## config.mk

```make
export PLATFORM = sky130hd
export DESIGN_NAME = psc_security_ctrl
export DESIGN_NICKNAME = d
export VERILOG_FILES = /design/src/common/psc_pkg.sv /design/src/logic/psc_security_ctrl.sv
export SDC_FILE = /design/constraint.sdc
export NUM_CORES = 1
export LEC_CHECK = 0
export BUFFER_PORTS_ARGS = -buffer_cell sky130_fd_sc_hd__clkbuf_2
export CAP_MARGIN = 10
export CORE_MARGIN = 1
export CORE_UTILIZATION = 29
export DETAILED_ROUTE_END_ITERATION = 16
export GPL_TIMING_DRIVEN = 0
export PLACE_DENSITY = 0.6
export SLEW_MARGIN = 10
export SYNTH_ARGS = -nofsm -noshare
export SYNTH_HDL_FRONTEND = slang
export SYNTH_SLANG_ARGS = --single-unit
```

## constraint.sdc

```tcl
create_clock -name core_clk -period 1.7 [get_ports core_clk]
set_clock_uncertainty 0.05 [all_clocks]
set_input_delay 0.34 -clock core_clk [delete_from_list [all_inputs] [get_ports core_clk]]
set_output_delay 0.34 -clock core_clk [all_outputs]
set_load 0.1 [all_outputs]
```

## src/common/psc_pkg.sv

```systemverilog
// shared constants for the program security controller
package psc_pkg;
  // register addresses
  localparam logic [7:0] PSC_SFR_FLASH_CONTROL = 8'hb2;
  localparam logic [15:0] PSC_X_TRIM_BURN = 16'hffd1;
  localparam logic [15:0] PSC_X_FUSE_SELECT = 16'hffd2;
  localparam logic [15:0] PSC_X_SECURITY_STATUS = 16'hffd7;
  // field positions
  localparam int PSC_FC_PROTECT_BIT = 6;
  localparam int PSC_SS_BURN_ARM_BIT = 7;
  localparam int PSC_SS_PIN_BIT = 5;
  localparam int PSC_SS_L0_BIT = 1;
  localparam int PSC_SS_L1_BIT = 0;
  // sequence codes
  localparam logic [7:0] PSC_CODE_SETUP = 8'h54;
  localparam logic [7:0] PSC_CODE_SEL_L0 = 8'h81;
  localparam logic [7:0] PSC_CODE_SEL_L1 = 8'h82;
  localparam logic [7:0] PSC_CODE_BURN = 8'ha6;
  // reset values
  localparam logic [7:0] PSC_RST_BYTE = 8'h00;
  // burn time and cycles at 125 MHz
  localparam int PSC_BURN_TIME_US = 500;
  localparam int PSC_CLK_MHZ = 125;
  localparam int PSC_BURN_CYCLES = PSC_BURN_TIME_US * PSC_CLK_MHZ;
  // flash page zero ends at this byte address, which it includes
  localparam logic [15:0] PSC_PAGE0_LAST = 16'h01ff;
  // burn sequencer states
  typedef enum logic [3:0] {
    PSC_IDLE = 4'h1,
    PSC_SETUP = 4'h2,
    PSC_SELECTED = 4'h4,
    PSC_BURNING = 4'h8
  } psc_burn_e;
endpackage

```

## src/logic/psc_security_ctrl.sv

```systemverilog
// program security controller: protect bit, fuses, debug and flash gating
//
// Contract
// - protect bit at flash control bit 6
// - protected debug port does only bulk erase
// - protect bit cleared at reset, set-only
// - level 0 needs level-0 fuse blown
// - blown fuses are permanent, never overridden
// - leave level 0 via global erase, reset; the code ends level 0 on reset alone
// - global erase also clears external RAM
// - protected: refuse external flash, RAM reads
// - protected: refuse page-zero page erase
// - protected: inhibit writes to page zero
// - level-1 fuse disables debug port forever
// - level-1 fuse sampled during reset
// - level-0 burn ignores security pin
// - security pin readable at status bit 5
// - fuse blows only after ordered code writes
`timescale 1ns/1ps
module psc_security_ctrl
  import psc_pkg::*;
#(
  parameter int BURN_CYCLES = PSC_BURN_CYCLES
) (
  input wire logic core_clk,
  input wire logic rst_b,
  // processor special register port
  input wire logic sfr_wr,
  input wire logic sfr_rd,
  input wire logic [7:0] sfr_addr,
  input wire logic [7:0] sfr_wdata,
  output logic [7:0] sfr_rdata,
  // processor external-space register port
  input wire logic xreg_wr,
  input wire logic xreg_rd,
  input wire logic [15:0] xreg_addr,
  input wire logic [7:0] xreg_wdata,
  output logic [7:0] xreg_rdata,
  // security enable pin, asynchronous
  input wire logic security_pin,
  // fuse cells: sensed state and burn drive
  input wire logic level0_fuse,
  input wire logic level1_fuse,
  output logic level0_burn,
  output logic level1_burn,
  // flash requests from processor and debug port
  input wire logic cpu_page_erase,
  input wire logic cpu_flash_write,
  input wire logic [15:0] cpu_flash_addr,
  input wire logic dbg_req,
  input wire logic dbg_global_erase,
  input wire logic dbg_page_erase,
  input wire logic dbg_flash_write,
  input wire logic dbg_ext_read,
  input wire logic [15:0] dbg_flash_addr,
  input wire logic global_erase_done,
  // gated results
  output logic debug_port_enable,
  output logic dbg_req_ok,
  output logic cpu_page_erase_ok,
  output logic cpu_flash_write_ok,
  output logic dbg_page_erase_ok,
  output logic dbg_flash_write_ok,
  output logic dbg_ext_read_ok,
  output logic global_erase_ok,
  output logic xram_clear,
  output logic protect_active
);

  logic protect_q;
  logic burn_arm_q;
  logic [7:0] fuse_sel_q;
  logic [7:0] trim_q;
  logic pin_s1_q, pin_s2_q;
  logic l0_s1_q, l0_s2_q, l1_s1_q, l1_s2_q;
  logic l1_latched_q;
  logic l1_sampled_q;
  logic [31:0] burn_cnt_q;
  psc_burn_e burn_q;
  logic page0_cpu, page0_dbg;
  logic dbg_on;

  wire fc_wr = sfr_wr && (sfr_addr == PSC_SFR_FLASH_CONTROL);
  wire ts_wr = xreg_wr && (xreg_addr == PSC_X_TRIM_BURN);
  wire fs_wr = xreg_wr && (xreg_addr == PSC_X_FUSE_SELECT);
  wire ss_wr = xreg_wr && (xreg_addr == PSC_X_SECURITY_STATUS);

  // security pin synchroniser; the pin idles low through its pull-down,
  // so a reset value of zero matches its idle level
  always_ff @(posedge core_clk) begin
    if (!rst_b) begin
      pin_s1_q <= 1'b0;
      pin_s2_q <= 1'b0;
    end else begin
      pin_s1_q <= security_pin;
      pin_s2_q <= pin_s1_q;
    end
  end

  // level-0 fuse sense synchroniser; the cell is a slow static level,
  // two flops keep metastability out of the gating logic
  always_ff @(posedge core_clk) begin
    if (!rst_b) begin
      l0_s1_q <= 1'b0;
      l0_s2_q <= 1'b0;
    end else begin
      l0_s1_q <= level0_fuse;
      l0_s2_q <= l0_s1_q;
    end
  end

  // level-1 fuse sense synchroniser keeps running through reset, so the
  // value is settled by the time reset ends; a reset here would hide a
  // blown fuse for two cycles after release
  always_ff @(posedge core_clk) begin
    l1_s1_q <= level1_fuse;
    l1_s2_q <= l1_s1_q;
  end

  // level-1 fuse is captured while reset is held, before the core may
  // fetch a single instruction; outside reset it only holds, so no
  // register write can reach it
  always_ff @(posedge core_clk) begin
    if (!rst_b) begin
      l1_sampled_q <= l1_s2_q;
    end
  end

  // a burn of the level-1 fuse disables the port at once, not next reset;
  // the latch also catches a fuse that reads blown after reset ended
  always_ff @(posedge core_clk) begin
    if (!rst_b) begin
      l1_latched_q <= 1'b0;
    end else if (l1_s2_q || level1_burn) begin
      l1_latched_q <= 1'b1;
    end
  end

  // protect bit: set-only, cleared by reset alone; since a full reset
  // is the only clear, level 0 ends at any reset, with or without an erase
  always_ff @(posedge core_clk) begin
    if (!rst_b) begin
      protect_q <= 1'b0;
    end else if (fc_wr && sfr_wdata[PSC_FC_PROTECT_BIT]) begin
      protect_q <= 1'b1;
    end
  end

  // burn arm bit in the security status register; without it no code
  // sequence can drive a fuse, a second guard against stray writes
  always_ff @(posedge core_clk) begin
    if (!rst_b) begin
      burn_arm_q <= 1'b0;
    end else if (ss_wr) begin
      burn_arm_q <= xreg_wdata[PSC_SS_BURN_ARM_BIT];
    end
  end

  // write-only sequence registers; kept so the last written codes are
  // visible to a debugger on the internal nets, never read back
  always_ff @(posedge core_clk) begin
    if (!rst_b) begin
      trim_q <= PSC_RST_BYTE;
      fuse_sel_q <= PSC_RST_BYTE;
    end else begin
      if (ts_wr) begin
        trim_q <= xreg_wdata;
      end
      if (fs_wr) begin
        fuse_sel_q <= xreg_wdata;
      end
    end
  end

  // burn sequencer: setup code, then one level code, then burn code;
  // any other value but a repeated setup or burn code aborts, which also stops a burn in progress;
  // codes are taken at either control register, so firmware that
  // swaps the two registers still reaches the same sequence
  always_ff @(posedge core_clk) begin
    if (!rst_b) begin
      burn_q <= PSC_IDLE;
    end else begin
      case (burn_q)
        PSC_IDLE: begin
          if (xreg_wr && (ts_wr || fs_wr) &&
              xreg_wdata == PSC_CODE_SETUP) begin
            burn_q <= PSC_SETUP;
          end
        end
        PSC_SETUP: begin
          if (xreg_wr && (ts_wr || fs_wr)) begin
            if (xreg_wdata == PSC_CODE_SEL_L0 ||
                xreg_wdata == PSC_CODE_SEL_L1) begin
              burn_q <= PSC_SELECTED;
            end else if (xreg_wdata != PSC_CODE_SETUP) begin
              burn_q <= PSC_IDLE;
            end
          end
        end
        PSC_SELECTED: begin
          if (xreg_wr && (ts_wr || fs_wr)) begin
            if (xreg_wdata == PSC_CODE_BURN) begin
              burn_q <= PSC_BURNING;
            end else begin
              burn_q <= PSC_IDLE;
            end
          end
        end
        PSC_BURNING: begin
          if (xreg_wr && (ts_wr || fs_wr) &&
              xreg_wdata != PSC_CODE_BURN) begin
            burn_q <= PSC_IDLE;
          end
        end
        default: burn_q <= PSC_IDLE;
      endcase
    end
  end

  // remember which level was selected for this burn; it is taken in the
  // setup state only, a second select code aborts the sequence
  logic sel_l1_q;
  always_ff @(posedge core_clk) begin
    if (!rst_b) begin
      sel_l1_q <= 1'b0;
    end else if (burn_q == PSC_SETUP && xreg_wr && (ts_wr || fs_wr)) begin
      if (xreg_wdata == PSC_CODE_SEL_L1) begin
        sel_l1_q <= 1'b1;
      end else if (xreg_wdata == PSC_CODE_SEL_L0) begin
        sel_l1_q <= 1'b0;
      end
    end
  end

  // burn timer caps the drive time so a stuck sequence cannot overheat;
  // firmware that forgets the closing zero writes still ends the drive,
  // at the price of a burn no longer than the timer allows
  always_ff @(posedge core_clk) begin
    if (!rst_b) begin
      burn_cnt_q <= 32'h0000_0000;
    end else if (burn_q != PSC_BURNING) begin
      burn_cnt_q <= 32'h0000_0000;
    end else if (burn_cnt_q < 32'(BURN_CYCLES)) begin
      burn_cnt_q <= burn_cnt_q + 32'h0000_0001;
    end
  end

  wire burning = (burn_q == PSC_BURNING) && burn_arm_q &&
                 (burn_cnt_q < 32'(BURN_CYCLES));

  // fuse drives: level 1 needs the pin high, level 0 does not; the pin
  // is taken through its synchroniser, so a glitch cannot start a burn
  always_comb begin
    level0_burn = burning && !sel_l1_q;
    level1_burn = burning && sel_l1_q && pin_s2_q;
  end

  // protection state; fuse states come only from the cells, so a write
  // can neither fake a blown fuse nor hide one; the live burn drive
  // also shuts the port so the disable is immediate
  always_comb begin
    protect_active = protect_q && l0_s2_q;
    dbg_on = !(l1_sampled_q || l1_latched_q || level1_burn);
    debug_port_enable = dbg_on;
    page0_cpu = cpu_flash_addr <= PSC_PAGE0_LAST;
    page0_dbg = dbg_flash_addr <= PSC_PAGE0_LAST;
  end

  // request gating for processor and debug port; every gate is pure
  // logic on levels, so a request is judged in the cycle it is raised
  // and a refused request never reaches the flash controller

  // the debug port keeps the bulk erase even when protected, since
  // that erase is the only way to clear the code; level 0 itself ends at any reset, erase or not
  always_comb begin
    global_erase_ok = dbg_on && dbg_global_erase;
    dbg_req_ok = dbg_on && dbg_req &&
                 (!protect_active || dbg_global_erase);
  end

  // external reads of code and data are shut while protected
  always_comb begin
    dbg_ext_read_ok = dbg_on && dbg_ext_read &&
                      !protect_active;
  end

  // page zero holds the pre-boot code; the processor keeps the rest of
  // the array while protected, the debug port loses all of it
  always_comb begin
    cpu_page_erase_ok = cpu_page_erase &&
                        !(protect_active && page0_cpu);
    dbg_page_erase_ok = dbg_on && dbg_page_erase && !protect_active &&
                        !(protect_active && page0_dbg);
    cpu_flash_write_ok = cpu_flash_write &&
                         !(protect_active && page0_cpu);
    dbg_flash_write_ok = dbg_on && dbg_flash_write && !protect_active &&
                         !(protect_active && page0_dbg);
  end

  // a finished global erase wipes the data RAM, protected or not
  always_comb begin
    xram_clear = global_erase_done;
  end

  // flash control readback, one cycle after the strobe: only the
  // protect bit lives here, the other bits belong to the flash
  // controller and read as zero from this block
  always_ff @(posedge core_clk) begin
    if (!rst_b) begin
      sfr_rdata <= PSC_RST_BYTE;
    end else begin
      sfr_rdata <= PSC_RST_BYTE;
      if (sfr_rd && sfr_addr == PSC_SFR_FLASH_CONTROL) begin
        sfr_rdata[PSC_FC_PROTECT_BIT] <= protect_q;
      end
    end
  end

  // security status readback: pin at bit 5, level-0 fuse at bit 1,
  // level-1 fuse at bit 0; the arm bit is write-only and reads zero
  always_ff @(posedge core_clk) begin
    if (!rst_b) begin
      xreg_rdata <= PSC_RST_BYTE;
    end else begin
      xreg_rdata <= PSC_RST_BYTE;
      if (xreg_rd && xreg_addr == PSC_X_SECURITY_STATUS) begin
        xreg_rdata[PSC_SS_PIN_BIT] <= pin_s2_q;
        xreg_rdata[PSC_SS_L0_BIT] <= l0_s2_q;
        xreg_rdata[PSC_SS_L1_BIT] <= l1_s2_q;
      end
    end
  end

endmodule

```

Yosys cells after proc, flatten, opt, wreduce, memory -nomap -nowiden. Cells that the tools add are included.

$add $sub $neg: 1. Multipliers: 0. Div/mod/pow operators: 0. Magnitude comparators: 3. Equality and inequality tests: 20. Shifts and indexed selects: 0. Multiplexer cells: 10. Bitwise operators: 1. Reduce and logical (&&, ||, !) cells: 50.

Operators with widths (count): $eq 16x16->1 const B (3); $logic_and 1x1->1 (33); $add 32x1->32 const B (1); $eq 8x8->1 const B (4); $le 16x9->1 const B (2); $lt 32x16->1 const B (1); $mux 4 (7); $pmux 4 s4 (1); $eq 8x7->1 const B (1); $ne 2x2->1 const B (4); $ne 8x7->1 const B (1); $ne 8x8->1 const B (1); $logic_or 1x1->1 (6); $reduce_and 2->1 (3); $logic_not 1->1 (5); $reduce_and 5->1 (1); $eq 4x1->1 const B (1); $eq 4x2->1 const B (1); $eq 4x3->1 const B (1); $eq 4x4->1 const B (1); $ne 4x4->1 const B (1); $ne 3x3->1 const B (1); $mux 1 (2); $reduce_bool 2->1 (1); other kinds (2) (2).

Bits in registers: 63. Latch bits: 0. Bits in writable memories: 0. Memory bits (read-only): 0. Output and inout port bits: 28. Memories kept: 0.

Logic depth before layout (Yosys ltp).
Depth in word-level cells: 10. Depth in mapped cells: 7. Gate-level depth less buffers: 6.

Least setup slack after synthesis. No wires, ideal clock.

Kind: reg-to-output. Start: register burn_cnt_q[12]. End: output port dbg_ext_read_ok. Data arrival time: 2971 ps. Data required time: 1310 ps. Setup slack: -1661 ps. Stages on the path, launching flop included: 7. Path buffers: 0. Cell sequence: dfxtp_1 > nand4_2 > a311oi_2 > nor2_2 > and4_4 > nor3_4 > and3_1.

Cells in the longest elaborated chain, start to end: 8.

RTL lines: start: declaration (line psc_security_ctrl.sv:78) `logic [31:0] burn_cnt_q;`; start signal: assignment (line psc_security_ctrl.sv:244) `burn_cnt_q <= burn_cnt_q + 32'h0000_0001;`; $lt 32x16->1 (line psc_security_ctrl.sv:249) `(burn_cnt_q < 32'(BURN_CYCLES));`; $logic_and 1x1->1 (line psc_security_ctrl.sv:248) `wire burning = (burn_q == PSC_BURNING) && burn_arm_q &&`; $logic_and 1x1->1 (2 in a row) (line psc_security_ctrl.sv:255) `level1_burn = burning && sel_l1_q && pin_s2_q;`; net level1_burn (line psc_security_ctrl.sv:45) `output logic level1_burn,`; $logic_or 1x1->1 (line psc_security_ctrl.sv:263) `dbg_on = !(l1_sampled_q || l1_latched_q || level1_burn);`; $logic_not 1->1 (line psc_security_ctrl.sv:263); net debug_port_enable (line psc_security_ctrl.sv:58) `output logic debug_port_enable,`; $logic_and 1x1->1 (2 in a row) (line psc_security_ctrl.sv:283) `dbg_ext_read_ok = dbg_on && dbg_ext_read &&`; end: declaration (line psc_security_ctrl.sv:64) `output logic dbg_ext_read_ok,`.

The timed path passes the listed nets, and every way through them passes these cells.

Worst setup path in the final report.
Start: register burn_cnt_q[15]. End: output port dbg_ext_read_ok.

Cells in the longest elaborated chain, start to end: 8.

RTL lines (line): $lt 32x16->1 (psc_security_ctrl.sv:249); $logic_and 1x1->1 (psc_security_ctrl.sv:248); $logic_and 1x1->1 (2 in a row) (psc_security_ctrl.sv:255); $logic_or 1x1->1 (psc_security_ctrl.sv:263); $logic_not 1->1 (psc_security_ctrl.sv:263); $logic_and 1x1->1 (2 in a row) (psc_security_ctrl.sv:283).

No other way between the ends.

==> results.json <==
{
  "status": "complete, but fails checks",
  "violations": "negative setup slack",
  "cts_tree": "yes",
  "critPathCaptureType": "primary output",
  "grtUsageMet2": 0.225,
  "holdBufCountCts": 0,
  "rr_worst_depth": 9,
  "worst-r2r-setup-slack_ns": -0.20,
  "path_cells": "nand4_4, a311oi_4, nor2_2, and4_4, nor3_4, and3_4, clkbuf_16",
  "grt_overflow": 0,
  "r2r-start": "burn_cnt_q[19]$_SDFFE_PP0N_",
  "detail-route-antenna-nets": 0,
  "yosysMostFrequentCell": "dfxtp_1",
  "drc": 0,
  "use_met1": 0.176,
  "grt_pass1_wl_mm": 9.07,
  "grt_start_max_net_pins": 18,
  "grt_most_used_layer": "met2",
  "p_leak_nw": 1.56,
  "reg_top3": "burn_cnt_q: 32 flops, burn_q: 4 flops, xreg_rdata: 3 flops",
  "worstSetupStartpoint": "burn_cnt_q[15]$_SDFFE_PP0N_",
  "max_freq_mhz": 410,
  "clockBufferDepth": 2,
  "fp.dieW_um": 90.6,
  "power_mw": 2.47,
  "crit_required_ns": 1.31,
  "cp_max_fo": 6,
  "synth_seq_cells": 51,
  "rr_endpoint": "burn_cnt_q[7]$_SDFFE_PP0N_",
  "rows": 31,
  "fin_crit_ns": 2.44,
  "cp_data_arrival_time_ns": 2.05,
  "largest_reg_flops": 32,
  "p_comb_frac": 0.164,
  "mappedNetlistArea_um2": 2280,
  "antenna_found_initial": 0,
  "dpl_worst_slack_ns": -0.791,
  "yosysTopAreaCell": "dfxtp_1",
  "fin_tns_setup_ns": -6.11,
  "synth_edf_count": 1,
  "slowest_stage": "dfxtp_2",
  "slew_violations": 0,
  "switching_share": 0.278,
  "p_clk_frac": 0.349,
  "async_flop_share": 0,
  "ios": 117,
  "finalSetupViolCount": 12,
  "core_um2": 7410,
  "routedWlPerCell_um": 12.2,
  "ctsHtreeMaxLevel": 2,
  "drt-pass1-iter-count": 6,
  "internal_power_mw": 1.78,
  "path_class": "flip-flop to primary output",
  "max_stage_delay_ns": 0.37,
  "powerDensity_nw_per_um2": 715,
  "synth-seq-area-share": 0.453,
  "irDropWorstVdd_mv": 0.384,
  "ys_types": 48,
  "vias": 2115,
  "finalHoldViolations": 0,
  "cts-root-buf": "clkbuf_8",
  "grt_setup_unrepaired": "yes",
  "maxCapViolCount": 0,
  "min_to": "l1_s1_q$_DFF_P_",
  "setup_ws_ns": -0.740,
  "drt-total-wl_mm": 5.60,
  "cp-start-kind": "flip-flop",
  "min_path_cells": 1,
  "p_seq_frac": 0.487,
  "hold_path_class": "input pin to flip-flop",
  "finish.utilization": 0.467,
  "drt_iter0_drc": 52,
  "synth.area.top_cells": "dfxtp_1 (44%), and3_1 (7.1%), nor2_1 (4.5%)",
  "yosys-top-cells-count": "dfxtp_1 (50), nor2_1 (27), and3_1 (26)",
  "grt_pass1_vias": 1986,
  "viasPerCell": 4.63,
  "worstHoldStart": "level1_fuse",
  "drive_gt1_frac": 0.447,
  "start_util": 0.307,
  "top_register": "burn_cnt_q",
  "cts_sinks": 51,
  "area_delta_synth_final_pct": 51.8,
  "gr-usage-met3": 0.0370,
  "diodes": 0,
  "worst_slew_pin_slew_ns": 0.541,
  "postSynthAreaPerCell_um2": 9.07,
  "cts_made_buffers": 5,
  "yosysWarnings": 0,
  "hpwl_mm": 3.87,
  "gp_congestion": 0.883,
  "relSlewSlack": 0.641,
  "post-route-period-util": 1.44,
  "fin_nets": 447,
  "die_area_um2": 8210,
  "synth_top_area_share": 0.440,
  "synth_cells": 251,
  "grt_usage": 0.135,
  "clkLatencyLatePin_ns": 0.30,
  "path_clk_slew_ns": 0.10,
  "portBuffers": 71,
  "p_switching_mw": 0.688,
  "synth_ff_type": "dfxtp_1",
  "die-height_um": 90.6
}
-- worst max path at each step --
stage | end | cells after the start
floorplan | dbg_ext_read_ok | 6
global placement | dbg_ext_read_ok | 7
detailed placement | dbg_ext_read_ok | 7
CTS | dbg_flash_write_ok | 7
global route | dbg_page_erase_ok | 7
finish | dbg_ext_read_ok | 7
-- cell type report --
class / instances / area [µm²]
flip-flops and latches: 51 / 1070
plain buffers: 17 / 114
clock inverters: 3 / 47.5
repair buffers: 90 / 708
multi-input cells: 188 / 1310
inverters: 4 / 18.8
fillers: 703 / 3950
clock buffers: 5 / 68.8
well taps: 99 / 124
-- layer usage --
layer	wire length [µm]	up-vias
met5	0	-
met2	2810	47
met4	0	0
li1	-	1083
met3	197	0
met1	2590	985
-- cells in the final DEF, fill, tap and decap left out, types with 2 or more instances in the layout --
| master | netlist | final |
|---|---|---|
| nor4_4 | 0 | 4 |
| or3_1 | 3 | 3 |
| nor2_2 | 1 | 2 |
| dfxtp_2 | 0 | 14 |
| a31oi_1 | 3 | 3 |
| and3_4 | 0 | 3 |
| nand2b_1 | 3 | 3 |
| a21oi_1 | 4 | 4 |
| inv_1 | 4 | 3 |
| and2_1 | 10 | 7 |
| buf_4 | 13 | 30 |
| nand2_1 | 11 | 9 |
| xnor2_1 | 7 | 7 |
| buf_6 | 1 | 2 |
| and2_4 | 0 | 3 |
| conb_1 | 1 | 12 |
| clkbuf_2 | 0 | 60 |
| nand3_2 | 0 | 2 |
| dfxtp_1 | 50 | 30 |
| nor3_4 | 1 | 3 |
| nand3_1 | 14 | 12 |
| o21ai_0 | 5 | 5 |
| clkbuf_1 | 4 | 3 |
| nor2_1 | 27 | 26 |
| xor2_1 | 9 | 9 |
| nand4_1 | 6 | 6 |
| dfxtp_4 | 0 | 6 |
| nor4_1 | 7 | 4 |
| nor3_1 | 10 | 9 |
| clkbuf_16 | 0 | 10 |
| clkbuf_8 | 0 | 5 |
| and4_1 | 6 | 6 |
| and3_1 | 26 | 23 |
-- timing repair --
item                                    in CTS  in global routing
setup buffers                               14                 11
pin swaps                                   12                 10
resized for setup                           57                 13
endpoints found under the setup margin      36                 27
-- worst max-delay path, delay by kind of cell, from the launching register on --
family,cells,cell delay [ns]
and+or+nand+nor,5,0.89
DFF,1,0.37
AOI/OAI and AO/OA,1,0.28
buffers and inverters,1,0.19
-- logic make-up (layout without fill, tap and decap cells) --
group	count (synthesis)	count (layout)	share of synthesized area
DFF	51	51	0.453
other	1	12	0.00165
xor gates and xnor gates	16	16	0.0615
AOI/OAI and AO/OA	21	21	0.0637
muxes	1	1	0.00440
and+or+nand+nor	137	137	0.347
adders and majority gates	1	1	0.00549
buffers and inverters	23	119	0.0632
-- stage by stage --
stage	instances	area, µm²	hold slack, ns
floorplan	262	2380	0.260
global placement	432	2860	0.265
detailed placement	432	2860	0.273
CTS	451	3370	0.0696
global route	457	3460	0.0582
finish	457	3460	0.0807
-- power groups by stage --
| stage | combinational [mW] | clock (mW) | sequential, mW |
|---|---|---|---|
| after floorplan | 0.269 | 0 | 1.24 |
| after global placement | 0.352 | 0 | 1.24 |
| after detailed placement | 0.356 | 0 | 1.24 |
| after CTS | 0.403 | 0.889 | 1.21 |
| after global routing | 0.423 | 0.953 | 1.21 |
| final | 0.405 | 0.864 | 1.20 |
Note: power is estimated with default switching activity, not from simulation.
